## config.mk

```make
export PLATFORM = sky130hd
export DESIGN_NAME = host_serial_command_parser
export DESIGN_NICKNAME = d
export VERILOG_FILES = /design/src/common/host_cmd_pkg.sv /design/src/rtl/host_serial_command_parser.sv
export VERILOG_INCLUDE_DIRS = /design/src /design/src/common
export SDC_FILE = /design/constraint.sdc
export NUM_CORES = 1
export LEC_CHECK = 0
export BUFFER_PORTS_ARGS = -buffer_cell sky130_fd_sc_hd__buf_4
export CAP_MARGIN = 20
export CORE_MARGIN = 1
export CORE_UTILIZATION = 55
export CTS_BUF_LIST = sky130_fd_sc_hd__clkbuf_2 sky130_fd_sc_hd__clkbuf_4 sky130_fd_sc_hd__clkbuf_8
export CTS_CLUSTER_SIZE = 24
export DETAILED_ROUTE_END_ITERATION = 12
export GPL_ROUTABILITY_DRIVEN = 0
export PLACE_DENSITY = 0.72
export REMOVE_ABC_BUFFERS = 1
export SKIP_CTS_REPAIR_TIMING = 1
export SYNTH_ARGS = -nofsm -noshare
export SYNTH_HDL_FRONTEND = slang
export SYNTH_SLANG_ARGS = --single-unit
```

## constraint.sdc

```tcl
create_clock -name clk -period 3.6 [get_ports clk]
set_input_delay 0.9 -clock clk [delete_from_list [all_inputs] [get_ports clk]]
set_output_delay 0.9 -clock clk [all_outputs]
set_load 0.05 [all_outputs]
```

## src/common/host_cmd_map.svh

```systemverilog
// Offsets, field positions, codes and timing counts of the host command parser
`ifndef HOST_CMD_MAP_SVH
`define HOST_CMD_MAP_SVH
`define CLK_HZ 20000000
`define CTS_TIMEOUT_S 5
`define OFS_CTRL 4'h0
`define OFS_STATUS 4'h4
`define OFS_TXDATA 4'h8
`define CTRL_CKSUM_BIT 8
`define CTRL_MSTAB_BIT 9
`define STAT_TXBUSY_BIT 16
`define STAT_TXPEND_BIT 17
`define STAT_ABORT_BIT 18
`define STAT_MSTAB_BIT 19
`define ADDR_RST 7'h41
`define BAUD_DIV_RST 16'h0823
`define CHR_SOH 8'h01
`define CHR_EOT 8'h04
`define CHR_CR 8'h0d
`define ADDR_MIN 8'h41
`define ADDR_MAX 8'h53
`define TANK_MIN 8'h30
`define TANK_MAX 8'h38
`define DIGIT_MIN 8'h30
`define DIGIT_MAX 8'h39
`define FRAME_BITS 4'h9
`endif

```

## src/common/host_cmd_pkg.sv

```systemverilog
// Types shared by the host command parser
package host_cmd_pkg;
   typedef enum logic [2:0] {P_IDLE, P_ADDR, P_TANK, P_HI, P_LO, P_TERM} parse_state_t;
endpackage

```

## src/rtl/host_serial_command_parser.sv

```systemverilog
// Host port receiver, command decoder, gated transmitter and Avalon-MM registers
//
// Design decisions made here: the Avalon-MM register port and the address map.
`include "host_cmd_map.svh"
module host_serial_command_parser #(
   parameter int unsigned CTS_TIMEOUT_CYCLES = `CTS_TIMEOUT_S * `CLK_HZ
) (
   input wire logic clk,
   input wire logic resetn,
   input wire logic [3:0] avs_address,
   input wire logic avs_read,
   input wire logic avs_write,
   input wire logic [31:0] avs_writedata,
   input wire logic [3:0] avs_byteenable,
   output logic [31:0] avs_readdata,
   output logic avs_waitrequest,
   input wire logic rxd,
   output logic txd,
   input wire logic cts,
   output logic cmd_valid,
   output logic [3:0] cmd_tank,
   output logic [6:0] cmd_code,
   output logic cmd_all_tanks
);
   logic rx_m_r, rx_s_r, cts_m_r, cts_s_r;
   logic [6:0] own_addr_r;
   logic cksum_en_r, mass_stab_r, abort_r;
   logic [15:0] baud_div_r;
   logic ack_r;
   logic rx_act_r, tx_busy_r, tx_pend_r;
   logic [15:0] rx_cnt_r, tx_cnt_r;
   logic [3:0] rx_bit_r, tx_bit_r;
   logic [7:0] rx_sh_r, rx_byte_r, tx_data_r;
   logic [9:0] tx_sh_r;
   logic byte_vld_r;
   logic [31:0] cts_wait_r;
   host_cmd_pkg::parse_state_t ps_r;
   logic [3:0] tank_r, hi_r, lo_dig;
   logic [6:0] code_full, code_r;
   logic wr_ctrl, wr_stat, wr_tx, tx_start, timeout_hit, commit;

   function automatic logic code_ok(input logic [6:0] c);
      code_ok = (c <= 7'd14) || (c == 7'd20) || (c == 7'd21) || (c >= 7'd30 && c <= 7'd32) ||
         (c == 7'd60) || (c == 7'd61);
   endfunction

   function automatic logic is_digit(input logic [7:0] b);
      is_digit = (b >= `DIGIT_MIN) && (b <= `DIGIT_MAX);
   endfunction

   // Pin synchronisers
   always_ff @(posedge clk) begin
      if (!resetn) begin
         rx_m_r <= 1'b1;
         rx_s_r <= 1'b1;
         cts_m_r <= 1'b0;
         cts_s_r <= 1'b0;
      end else begin
         rx_m_r <= rxd;
         rx_s_r <= rx_m_r;
         cts_m_r <= cts;
         cts_s_r <= cts_m_r;
      end
   end

   // Avalon slave: one wait state, then answer
   assign avs_waitrequest = (avs_read || avs_write) && !ack_r;
   assign wr_ctrl = avs_write && ack_r && (avs_address == `OFS_CTRL);
   assign wr_stat = avs_write && ack_r && (avs_address == `OFS_STATUS);
   assign wr_tx = avs_write && ack_r && (avs_address == `OFS_TXDATA) && avs_byteenable[0];

   always_ff @(posedge clk) begin
      if (!resetn) begin
         ack_r <= 1'b0;
         avs_readdata <= 32'h0000_0000;
      end else begin
         ack_r <= (avs_read || avs_write) && !ack_r;
         avs_readdata <= 32'h0000_0000;
         if (avs_read && !ack_r) begin
            unique case (avs_address)
               `OFS_CTRL: avs_readdata <= {baud_div_r, 6'h00, mass_stab_r, cksum_en_r,
                  1'b0, own_addr_r};
               `OFS_STATUS: avs_readdata <= {12'h000, mass_stab_r, abort_r, tx_pend_r,
                  tx_busy_r, 5'h00, cmd_code, cmd_tank};
               `OFS_TXDATA: avs_readdata <= {24'h000000, tx_data_r};
               default: avs_readdata <= 32'h0000_0000;
            endcase
         end
      end
   end

   // Settings
   always_ff @(posedge clk) begin
      if (!resetn) begin
         own_addr_r <= `ADDR_RST;
         cksum_en_r <= 1'b0;
         baud_div_r <= `BAUD_DIV_RST;
      end else if (wr_ctrl) begin
         if (avs_byteenable[0] && avs_writedata[7:0] >= `ADDR_MIN &&
            avs_writedata[7:0] <= `ADDR_MAX) begin
            own_addr_r <= avs_writedata[6:0];
         end
         if (avs_byteenable[1]) begin
            cksum_en_r <= avs_writedata[`CTRL_CKSUM_BIT];
         end
         if (avs_byteenable[2] && avs_byteenable[3] && avs_writedata[31:16] != 16'h0000) begin
            baud_div_r <= avs_writedata[31:16];
         end
      end
   end

   // Host commands take priority over software
   always_ff @(posedge clk) begin
      if (!resetn) begin
         mass_stab_r <= 1'b0;
      end else if (commit && code_r == 7'd20) begin
         mass_stab_r <= 1'b1;
      end else if (commit && code_r == 7'd21) begin
         mass_stab_r <= 1'b0;
      end else if (wr_ctrl && avs_byteenable[1]) begin
         mass_stab_r <= avs_writedata[`CTRL_MSTAB_BIT];
      end
   end

   // Receiver; ignored while transmitting so nothing is echoed
   always_ff @(posedge clk) begin
      if (!resetn) begin
         rx_act_r <= 1'b0;
         rx_cnt_r <= 16'h0000;
         rx_bit_r <= 4'h0;
         rx_sh_r <= 8'h00;
         rx_byte_r <= 8'h00;
         byte_vld_r <= 1'b0;
      end else begin
         byte_vld_r <= 1'b0;
         if (!rx_act_r) begin
            // A start bit in the cycle a character launches is dropped, not raced
            if (!rx_s_r && !tx_busy_r && !tx_start) begin
               rx_act_r <= 1'b1;
               rx_cnt_r <= {1'b0, baud_div_r[15:1]};
               rx_bit_r <= 4'h0;
            end
         end else if (rx_cnt_r != 16'h0000) begin
            rx_cnt_r <= rx_cnt_r - 16'h0001;
         end else begin
            rx_cnt_r <= baud_div_r - 16'h0001;
            rx_bit_r <= rx_bit_r + 4'h1;
            if (rx_bit_r == 4'h0) begin
               rx_act_r <= !rx_s_r;
            end else if (rx_bit_r == `FRAME_BITS) begin
               rx_act_r <= 1'b0;
               // Bad parity or stop drops the character
               if (rx_s_r && (cksum_en_r || !(^rx_sh_r))) begin
                  byte_vld_r <= 1'b1;
                  rx_byte_r <= cksum_en_r ? rx_sh_r : {1'b0, rx_sh_r[6:0]};
               end
            end else begin
               rx_sh_r <= {rx_s_r, rx_sh_r[7:1]};
            end
         end
      end
   end

   // Command parser
   assign lo_dig = rx_byte_r[3:0];
   assign code_full = (7'(hi_r) * 7'd10) + 7'(lo_dig);
   assign commit = byte_vld_r && ps_r == host_cmd_pkg::P_TERM &&
      (rx_byte_r == `CHR_EOT || rx_byte_r == `CHR_CR);

   always_ff @(posedge clk) begin
      if (!resetn) begin
         ps_r <= host_cmd_pkg::P_IDLE;
         tank_r <= 4'h0;
         hi_r <= 4'h0;
         code_r <= 7'h00;
      end else if (byte_vld_r) begin
         ps_r <= host_cmd_pkg::P_IDLE;
         if (rx_byte_r == `CHR_SOH) begin
            ps_r <= host_cmd_pkg::P_ADDR;
         end else begin
            unique case (ps_r)
               host_cmd_pkg::P_IDLE: ps_r <= host_cmd_pkg::P_IDLE;
               host_cmd_pkg::P_ADDR: begin
                  if (rx_byte_r == {1'b0, own_addr_r}) begin
                     ps_r <= host_cmd_pkg::P_TANK;
                  end
               end
               host_cmd_pkg::P_TANK: begin
                  if (rx_byte_r >= `TANK_MIN && rx_byte_r <= `TANK_MAX) begin
                     tank_r <= rx_byte_r[3:0];
                     ps_r <= host_cmd_pkg::P_HI;
                  end
               end
               host_cmd_pkg::P_HI: begin
                  if (is_digit(rx_byte_r)) begin
                     hi_r <= rx_byte_r[3:0];
                     ps_r <= host_cmd_pkg::P_LO;
                  end
               end
               host_cmd_pkg::P_LO: begin
                  if (is_digit(rx_byte_r) && code_ok(code_full)) begin
                     // Kept, as the terminator byte replaces the low digit
                     code_r <= code_full;
                     ps_r <= host_cmd_pkg::P_TERM;
                  end
               end
               host_cmd_pkg::P_TERM: ps_r <= host_cmd_pkg::P_IDLE;
            endcase
         end
      end
   end

   // Request to response logic
   always_ff @(posedge clk) begin
      if (!resetn) begin
         cmd_valid <= 1'b0;
         cmd_tank <= 4'h0;
         cmd_code <= 7'h00;
         cmd_all_tanks <= 1'b0;
      end else begin
         cmd_valid <= commit;
         if (commit) begin
            cmd_tank <= tank_r;
            cmd_code <= code_r;
            cmd_all_tanks <= (tank_r == 4'h0);
         end
      end
   end

   // Transmitter, gated by clear-to-send between characters
   assign tx_start = tx_pend_r && cts_s_r && !tx_busy_r && !rx_act_r;
   assign timeout_hit = tx_pend_r && !cts_s_r && !tx_busy_r &&
      cts_wait_r == CTS_TIMEOUT_CYCLES - 1;

   always_ff @(posedge clk) begin
      if (!resetn) begin
         tx_pend_r <= 1'b0;
         tx_data_r <= 8'h00;
      end else if (tx_start || timeout_hit) begin
         tx_pend_r <= 1'b0;
      end else if (wr_tx && !tx_pend_r) begin
         tx_pend_r <= 1'b1;
         tx_data_r <= avs_writedata[7:0];
      end
   end

   // Wait counter; abort flag set wins over write-one clear
   always_ff @(posedge clk) begin
      if (!resetn) begin
         cts_wait_r <= 32'h0000_0000;
         abort_r <= 1'b0;
      end else begin
         if (!tx_pend_r || cts_s_r || timeout_hit) begin
            cts_wait_r <= 32'h0000_0000;
         end else begin
            cts_wait_r <= cts_wait_r + 32'h0000_0001;
         end
         if (timeout_hit) begin
            abort_r <= 1'b1;
         end else if (wr_stat && avs_byteenable[2] && avs_writedata[`STAT_ABORT_BIT]) begin
            abort_r <= 1'b0;
         end
      end
   end

   always_ff @(posedge clk) begin
      if (!resetn) begin
         tx_busy_r <= 1'b0;
         tx_cnt_r <= 16'h0000;
         tx_bit_r <= 4'h0;
         tx_sh_r <= 10'h3ff;
         txd <= 1'b1;
      end else if (tx_start) begin
         tx_busy_r <= 1'b1;
         tx_cnt_r <= baud_div_r - 16'h0001;
         tx_bit_r <= 4'h0;
         txd <= 1'b0;
         tx_sh_r <= cksum_en_r ? {1'b1, tx_data_r, 1'b0} :
            {1'b1, ^tx_data_r[6:0], tx_data_r[6:0], 1'b0};
      end else if (tx_busy_r) begin
         if (tx_cnt_r != 16'h0000) begin
            tx_cnt_r <= tx_cnt_r - 16'h0001;
         end else begin
            tx_cnt_r <= baud_div_r - 16'h0001;
            tx_bit_r <= tx_bit_r + 4'h1;
            tx_sh_r <= {1'b1, tx_sh_r[9:1]};
            txd <= tx_sh_r[1];
            if (tx_bit_r == `FRAME_BITS) begin
               tx_busy_r <= 1'b0;
               txd <= 1'b1;
            end
         end
      end
   end

   // Checks
   tx_cts_gate_a: assert property (@(posedge clk) disable iff (!resetn)
      !cts_s_r && !tx_busy_r |=> !tx_busy_r) else $error("transmit started without cts");
   cts_abort_a: assert property (@(posedge clk) disable iff (!resetn)
      timeout_hit |=> !tx_pend_r && abort_r && !tx_busy_r) else $error("cts abort missed");
   half_duplex_a: assert property (@(posedge clk) disable iff (!resetn)
      tx_busy_r |-> !$rose(rx_act_r)) else $error("receive began during transmit");
   parity_frame_a: assert property (@(posedge clk) disable iff (!resetn)
      tx_start && !cksum_en_r |=> !txd && !(^tx_sh_r[8:1]) && tx_sh_r[9])
      else $error("bad even parity frame");
   cksum_frame_a: assert property (@(posedge clk) disable iff (!resetn)
      tx_start && cksum_en_r |=> tx_sh_r[8:1] == $past(tx_data_r) && tx_sh_r[9])
      else $error("bad eight bit frame");
   cmd_once_a: assert property (@(posedge clk) disable iff (!resetn)
      cmd_valid |=> !cmd_valid) else $error("request longer than one cycle");
   cmd_term_a: assert property (@(posedge clk) disable iff (!resetn)
      cmd_valid |-> $past(rx_byte_r) == `CHR_EOT || $past(rx_byte_r) == `CHR_CR)
      else $error("request without terminator");
   cmd_fields_a: assert property (@(posedge clk) disable iff (!resetn)
      cmd_valid |-> cmd_tank <= 4'h8 && code_ok(cmd_code) && cmd_all_tanks == (cmd_tank == 4'h0))
      else $error("request fields invalid");
   soh_restart_a: assert property (@(posedge clk) disable iff (!resetn)
      byte_vld_r && rx_byte_r == `CHR_SOH |=> ps_r == host_cmd_pkg::P_ADDR)
      else $error("start of header did not restart");
   addr_match_a: assert property (@(posedge clk) disable iff (!resetn)
      byte_vld_r && ps_r == host_cmd_pkg::P_ADDR && rx_byte_r != {1'b0, own_addr_r}
      |=> ps_r != host_cmd_pkg::P_TANK) else $error("foreign address accepted");
   mass_cmd_a: assert property (@(posedge clk) disable iff (!resetn)
      cmd_valid && cmd_code == 7'd20 |-> mass_stab_r) else $error("mass mode not set");
   cmd_cr_c: cover property (@(posedge clk) cmd_valid && $past(rx_byte_r) == `CHR_CR);
   cmd_all_c: cover property (@(posedge clk) cmd_valid && cmd_all_tanks);
   cts_abort_c: cover property (@(posedge clk) timeout_hit);
   tx_frame_c: cover property (@(posedge clk) tx_start ##1 tx_busy_r [*3]);
endmodule // host_serial_command_parser

```

==> qor.yml <==
power_and_ir_drop:
  combPwrFrac_pct: 8.7
  ir_drop_mv: 0.327
  power.leakage_nw: 4.27
  powerDensity_nw_per_um2: 376
  internal_power_mw: 2.99
  p_sw_mw: 1.05
  clkPwrFrac_pct: 36.2
  switching_share_pct: 26.0
  p_seq_share_pct: 55.2
critical_path:
  slowest_delay_ps: 470
  startpoint: "hi_r[1]$_SDFFE_PN0P_"
  crit_path_end_kind: "register"
  cpLargestDelayFamily: "adder cells"
  r2r-start: "hi_r[1]$_SDFFE_PN0P_"
  cp_slowest_cell: "and3_1"
  arrival_ps: 3310
  start_kind: "register"
  reg2reg_setup_slack_ps: 700
  crit_required_ps: 4010
  r2r_end: "code_r[5]$_SDFFE_PN0P_"
  cp.buffers_inverters: 1
  cp_max_fo: 7
  timing.critical_path.depth: 9
  path_cells: "ha_1 > ha_1 > inv_1 > fa_1 > nor2b_1 > a32oi_1 > o311ai_0 > and3_1 > mux2i_1"
  worstRegToRegCells: 9
  crit_top_cell: "ha_1"
  crit_type: "register to register"
  endpoint: "code_r[5]$_SDFFE_PN0P_"
timing:
  post-route-period-util_pct: 80.4
  tns_ps: 0
  clock.fmax_mhz: 345
  period_needed_ps: 2900
  setup-violations-final: 0
  fin_skew_ps: 19.6
  drv_slew: 0
  rsz0062_at_grt: "false"
  slew_headroom_pct: 43.3
  hold_viol: 0
  tightestPinTransition_ps: 848
clock_network:
  cts-root-buf: "clkbuf_8"
  clk_latency_ps: 490
  clock_path_buffers: 2
  clkTransAtPathRegs_ps: 90
  cts_buffers: 17
  cts_htree_levels: 4
  cts.sinks: 198
  cts_tree: "yes"
status:
  outcome: "finished clean"
floorplanning:
  core_area_um2: 16800
  die_h_um: 134
  die_w_um: 134
  top_level_ports: 93
  rows: 47
  initial_utilization_pct: 56.8
  dieArea_um2: 17800
layout:
  diodes: 0
  nNetsFinal: 1218
  syn_to_final_growth_pct: 12.9
  final_cells: 1386
  layout-drive-gt1-share_pct: 13.8
yosys:
  synth.most_common_cell: "dfxtp_1"
  yosysTopAreaCell: "dfxtp_1"
  synth-edff-count: 0
  synth_area_leaders: "dfxtp_1 42%, mux2i_1 8.9%, nor2_1 5.7%, nand2_1 4.6%, xnor2_1 3.8%"
  synth_area_um2: 9520
  ys_async_sr_fraction_pct: 0
  yosysSeqAreaShare_pct: 41.6
  synth-main-ff-cell: "dfxtp_1"
  synth_top_area_share_pct: 41.6
  synth.top_cells.by_count: "198 x dfxtp_1, 145 x nor2_1, 117 x nand2_1"
  synthCells: 1087
  yosysUniqueCellTypes: 73
  ys_ff_latch: 198
  avgSynthCellArea_um2: 8.76
  ys_warn_count: 0
worst_hold_path:
  min_path_cells: 1
  hold_path_class: "register to register"
global_routing:
  use_met2_pct: 42.2
  overflow: 0
  grt.met1_usage_pct: 38.1
  grt_pass1_wl_um: 38100
  grtUsageMet3_pct: 4.76
  gr-max-usage-layer: "met2"
  grt_max_degree: 50
  grt_usage_pct: 27.0
  grt_pass1_vias: 7333
  antenna_found_initial: 0
detailed_routing:
  via_per_inst: 5.77
  ant_nets: 0
  drtIter0Drc: 690
  wl_um: 23100
  drc_errors: 0
  dr.pass1.iters: 5
  wl_per_cell_um: 16.7
  vias: 7993
placed_design:
  place_hpwl_um: 16800
  dp_cells: 1354
  port-buffer-count: 81
run:
  maxCapViolations: 0
[power groups by stage]
stage                     Combinational, mW  Sequential (mW)  Clock, mW
after floorplan                       0.225             2.28          0
after global placement                0.345             2.28          0
after detailed placement              0.347             2.28          0
after CTS                             0.349             2.23       1.49
after global routing                  0.387             2.24       1.58
final                                 0.351             2.23       1.46
[sequential cells by signal, summed over array words and instances (netlist names), 8 cells and up]
name	flops
avs_readdata	27
baud_div_r	16
rx_byte_r	8
rx_sh_r	8
tx_cnt_r	16
rx_cnt_r	16
tx_data_r	8
cts_wait_r	32
tx_sh_r	8
[logic make-up after synthesis]
family          Yosys count  synth area share (%)
xor+xnor                 80                  7.36
flops                   198                  41.6
compound gates          155                  10.4
simple gates            467                  24.7
mux                      92                  9.77
fa+ha+maj                19                  2.66
other cells               1                0.0394
buf+inv                  75                  3.39
[through the flow]
step / setup slack (ps) / utilization, % / area (µm²) / hold WS (ps) / power [mW]
finish: 704 / 64.1 / 10700 / 429 / 4.05
floorplan: 371 / - / 9280 / 386 / 2.50
CTS: 669 / 64.1 / 10700 / 434 / 4.07
detailed placement: 542 / 61.7 / 10300 / 412 / 2.63
global route: 403 / 64.1 / 10700 / 438 / 4.20
global placement: 575 / 61.7 / 10300 / 389 / 2.63
[worst min path at each step]
stage / start / end
after global routing: rx_m_r$_SDFF_PN1_ / rx_s_r$_SDFF_PN1_
after detailed placement: rx_m_r$_SDFF_PN1_ / rx_s_r$_SDFF_PN1_
after CTS: rx_m_r$_SDFF_PN1_ / rx_s_r$_SDFF_PN1_
after global placement: rx_m_r$_SDFF_PN1_ / rx_s_r$_SDFF_PN1_
after floorplan: rx_m_r$_SDFF_PN1_ / rx_s_r$_SDFF_PN1_
final: rx_m_r$_SDFF_PN1_ / rx_s_r$_SDFF_PN1_
[metal layers]
| metal | part of all wire (%) | up-vias |
|---|---|---|
| met4 | 1.2 | 0 |
| met2 | 46 | 215 |
| met1 | 48 | 3797 |
| met5 | 0 | - |
| li1 | - | 3959 |
| met3 | 5.4 | 22 |
[layout by cell type, fill, tap and decap left out, types with 5 or more instances in the layout]
| cell type | count |
|---|---|
| mux2_2 | 7 |
| o21a_1 | 5 |
| or3_1 | 5 |
| a22oi_1 | 14 |
| mux2i_1 | 85 |
| inv_1 | 18 |
| nor4_1 | 17 |
| a21oi_1 | 47 |
| nand3b_1 | 5 |
| nor2b_1 | 10 |
| buf_4 | 98 |
| nor4b_1 | 7 |
| conb_1 | 5 |
| nand4_1 | 19 |
| nor3_1 | 24 |
| o211ai_1 | 12 |
| clkinvlp_4 | 7 |
| and2_1 | 6 |
| xor2_1 | 39 |
| or4_1 | 11 |
| dfxtp_1 | 198 |
| and3_1 | 26 |
| xnor2_1 | 41 |
| a211oi_1 | 5 |
| nor2_1 | 145 |
| clkbuf_8 | 18 |
| nand4b_1 | 6 |
| nand3_1 | 33 |
| nand2_1 | 117 |
| a31oi_1 | 7 |
| ha_1 | 17 |
| nand2b_1 | 8 |
| o21ai_0 | 33 |
[final cells by class]
cell class	count	area, µm²
clock buffer	19	255
clock inverter	13	146
fill	1459	6010
inverter	19	71.3
multi-input combinational	818	5280
sequential	198	3960
tap	220	275
timing repair buffer	99	756
(Power assumes the default switching activity.)
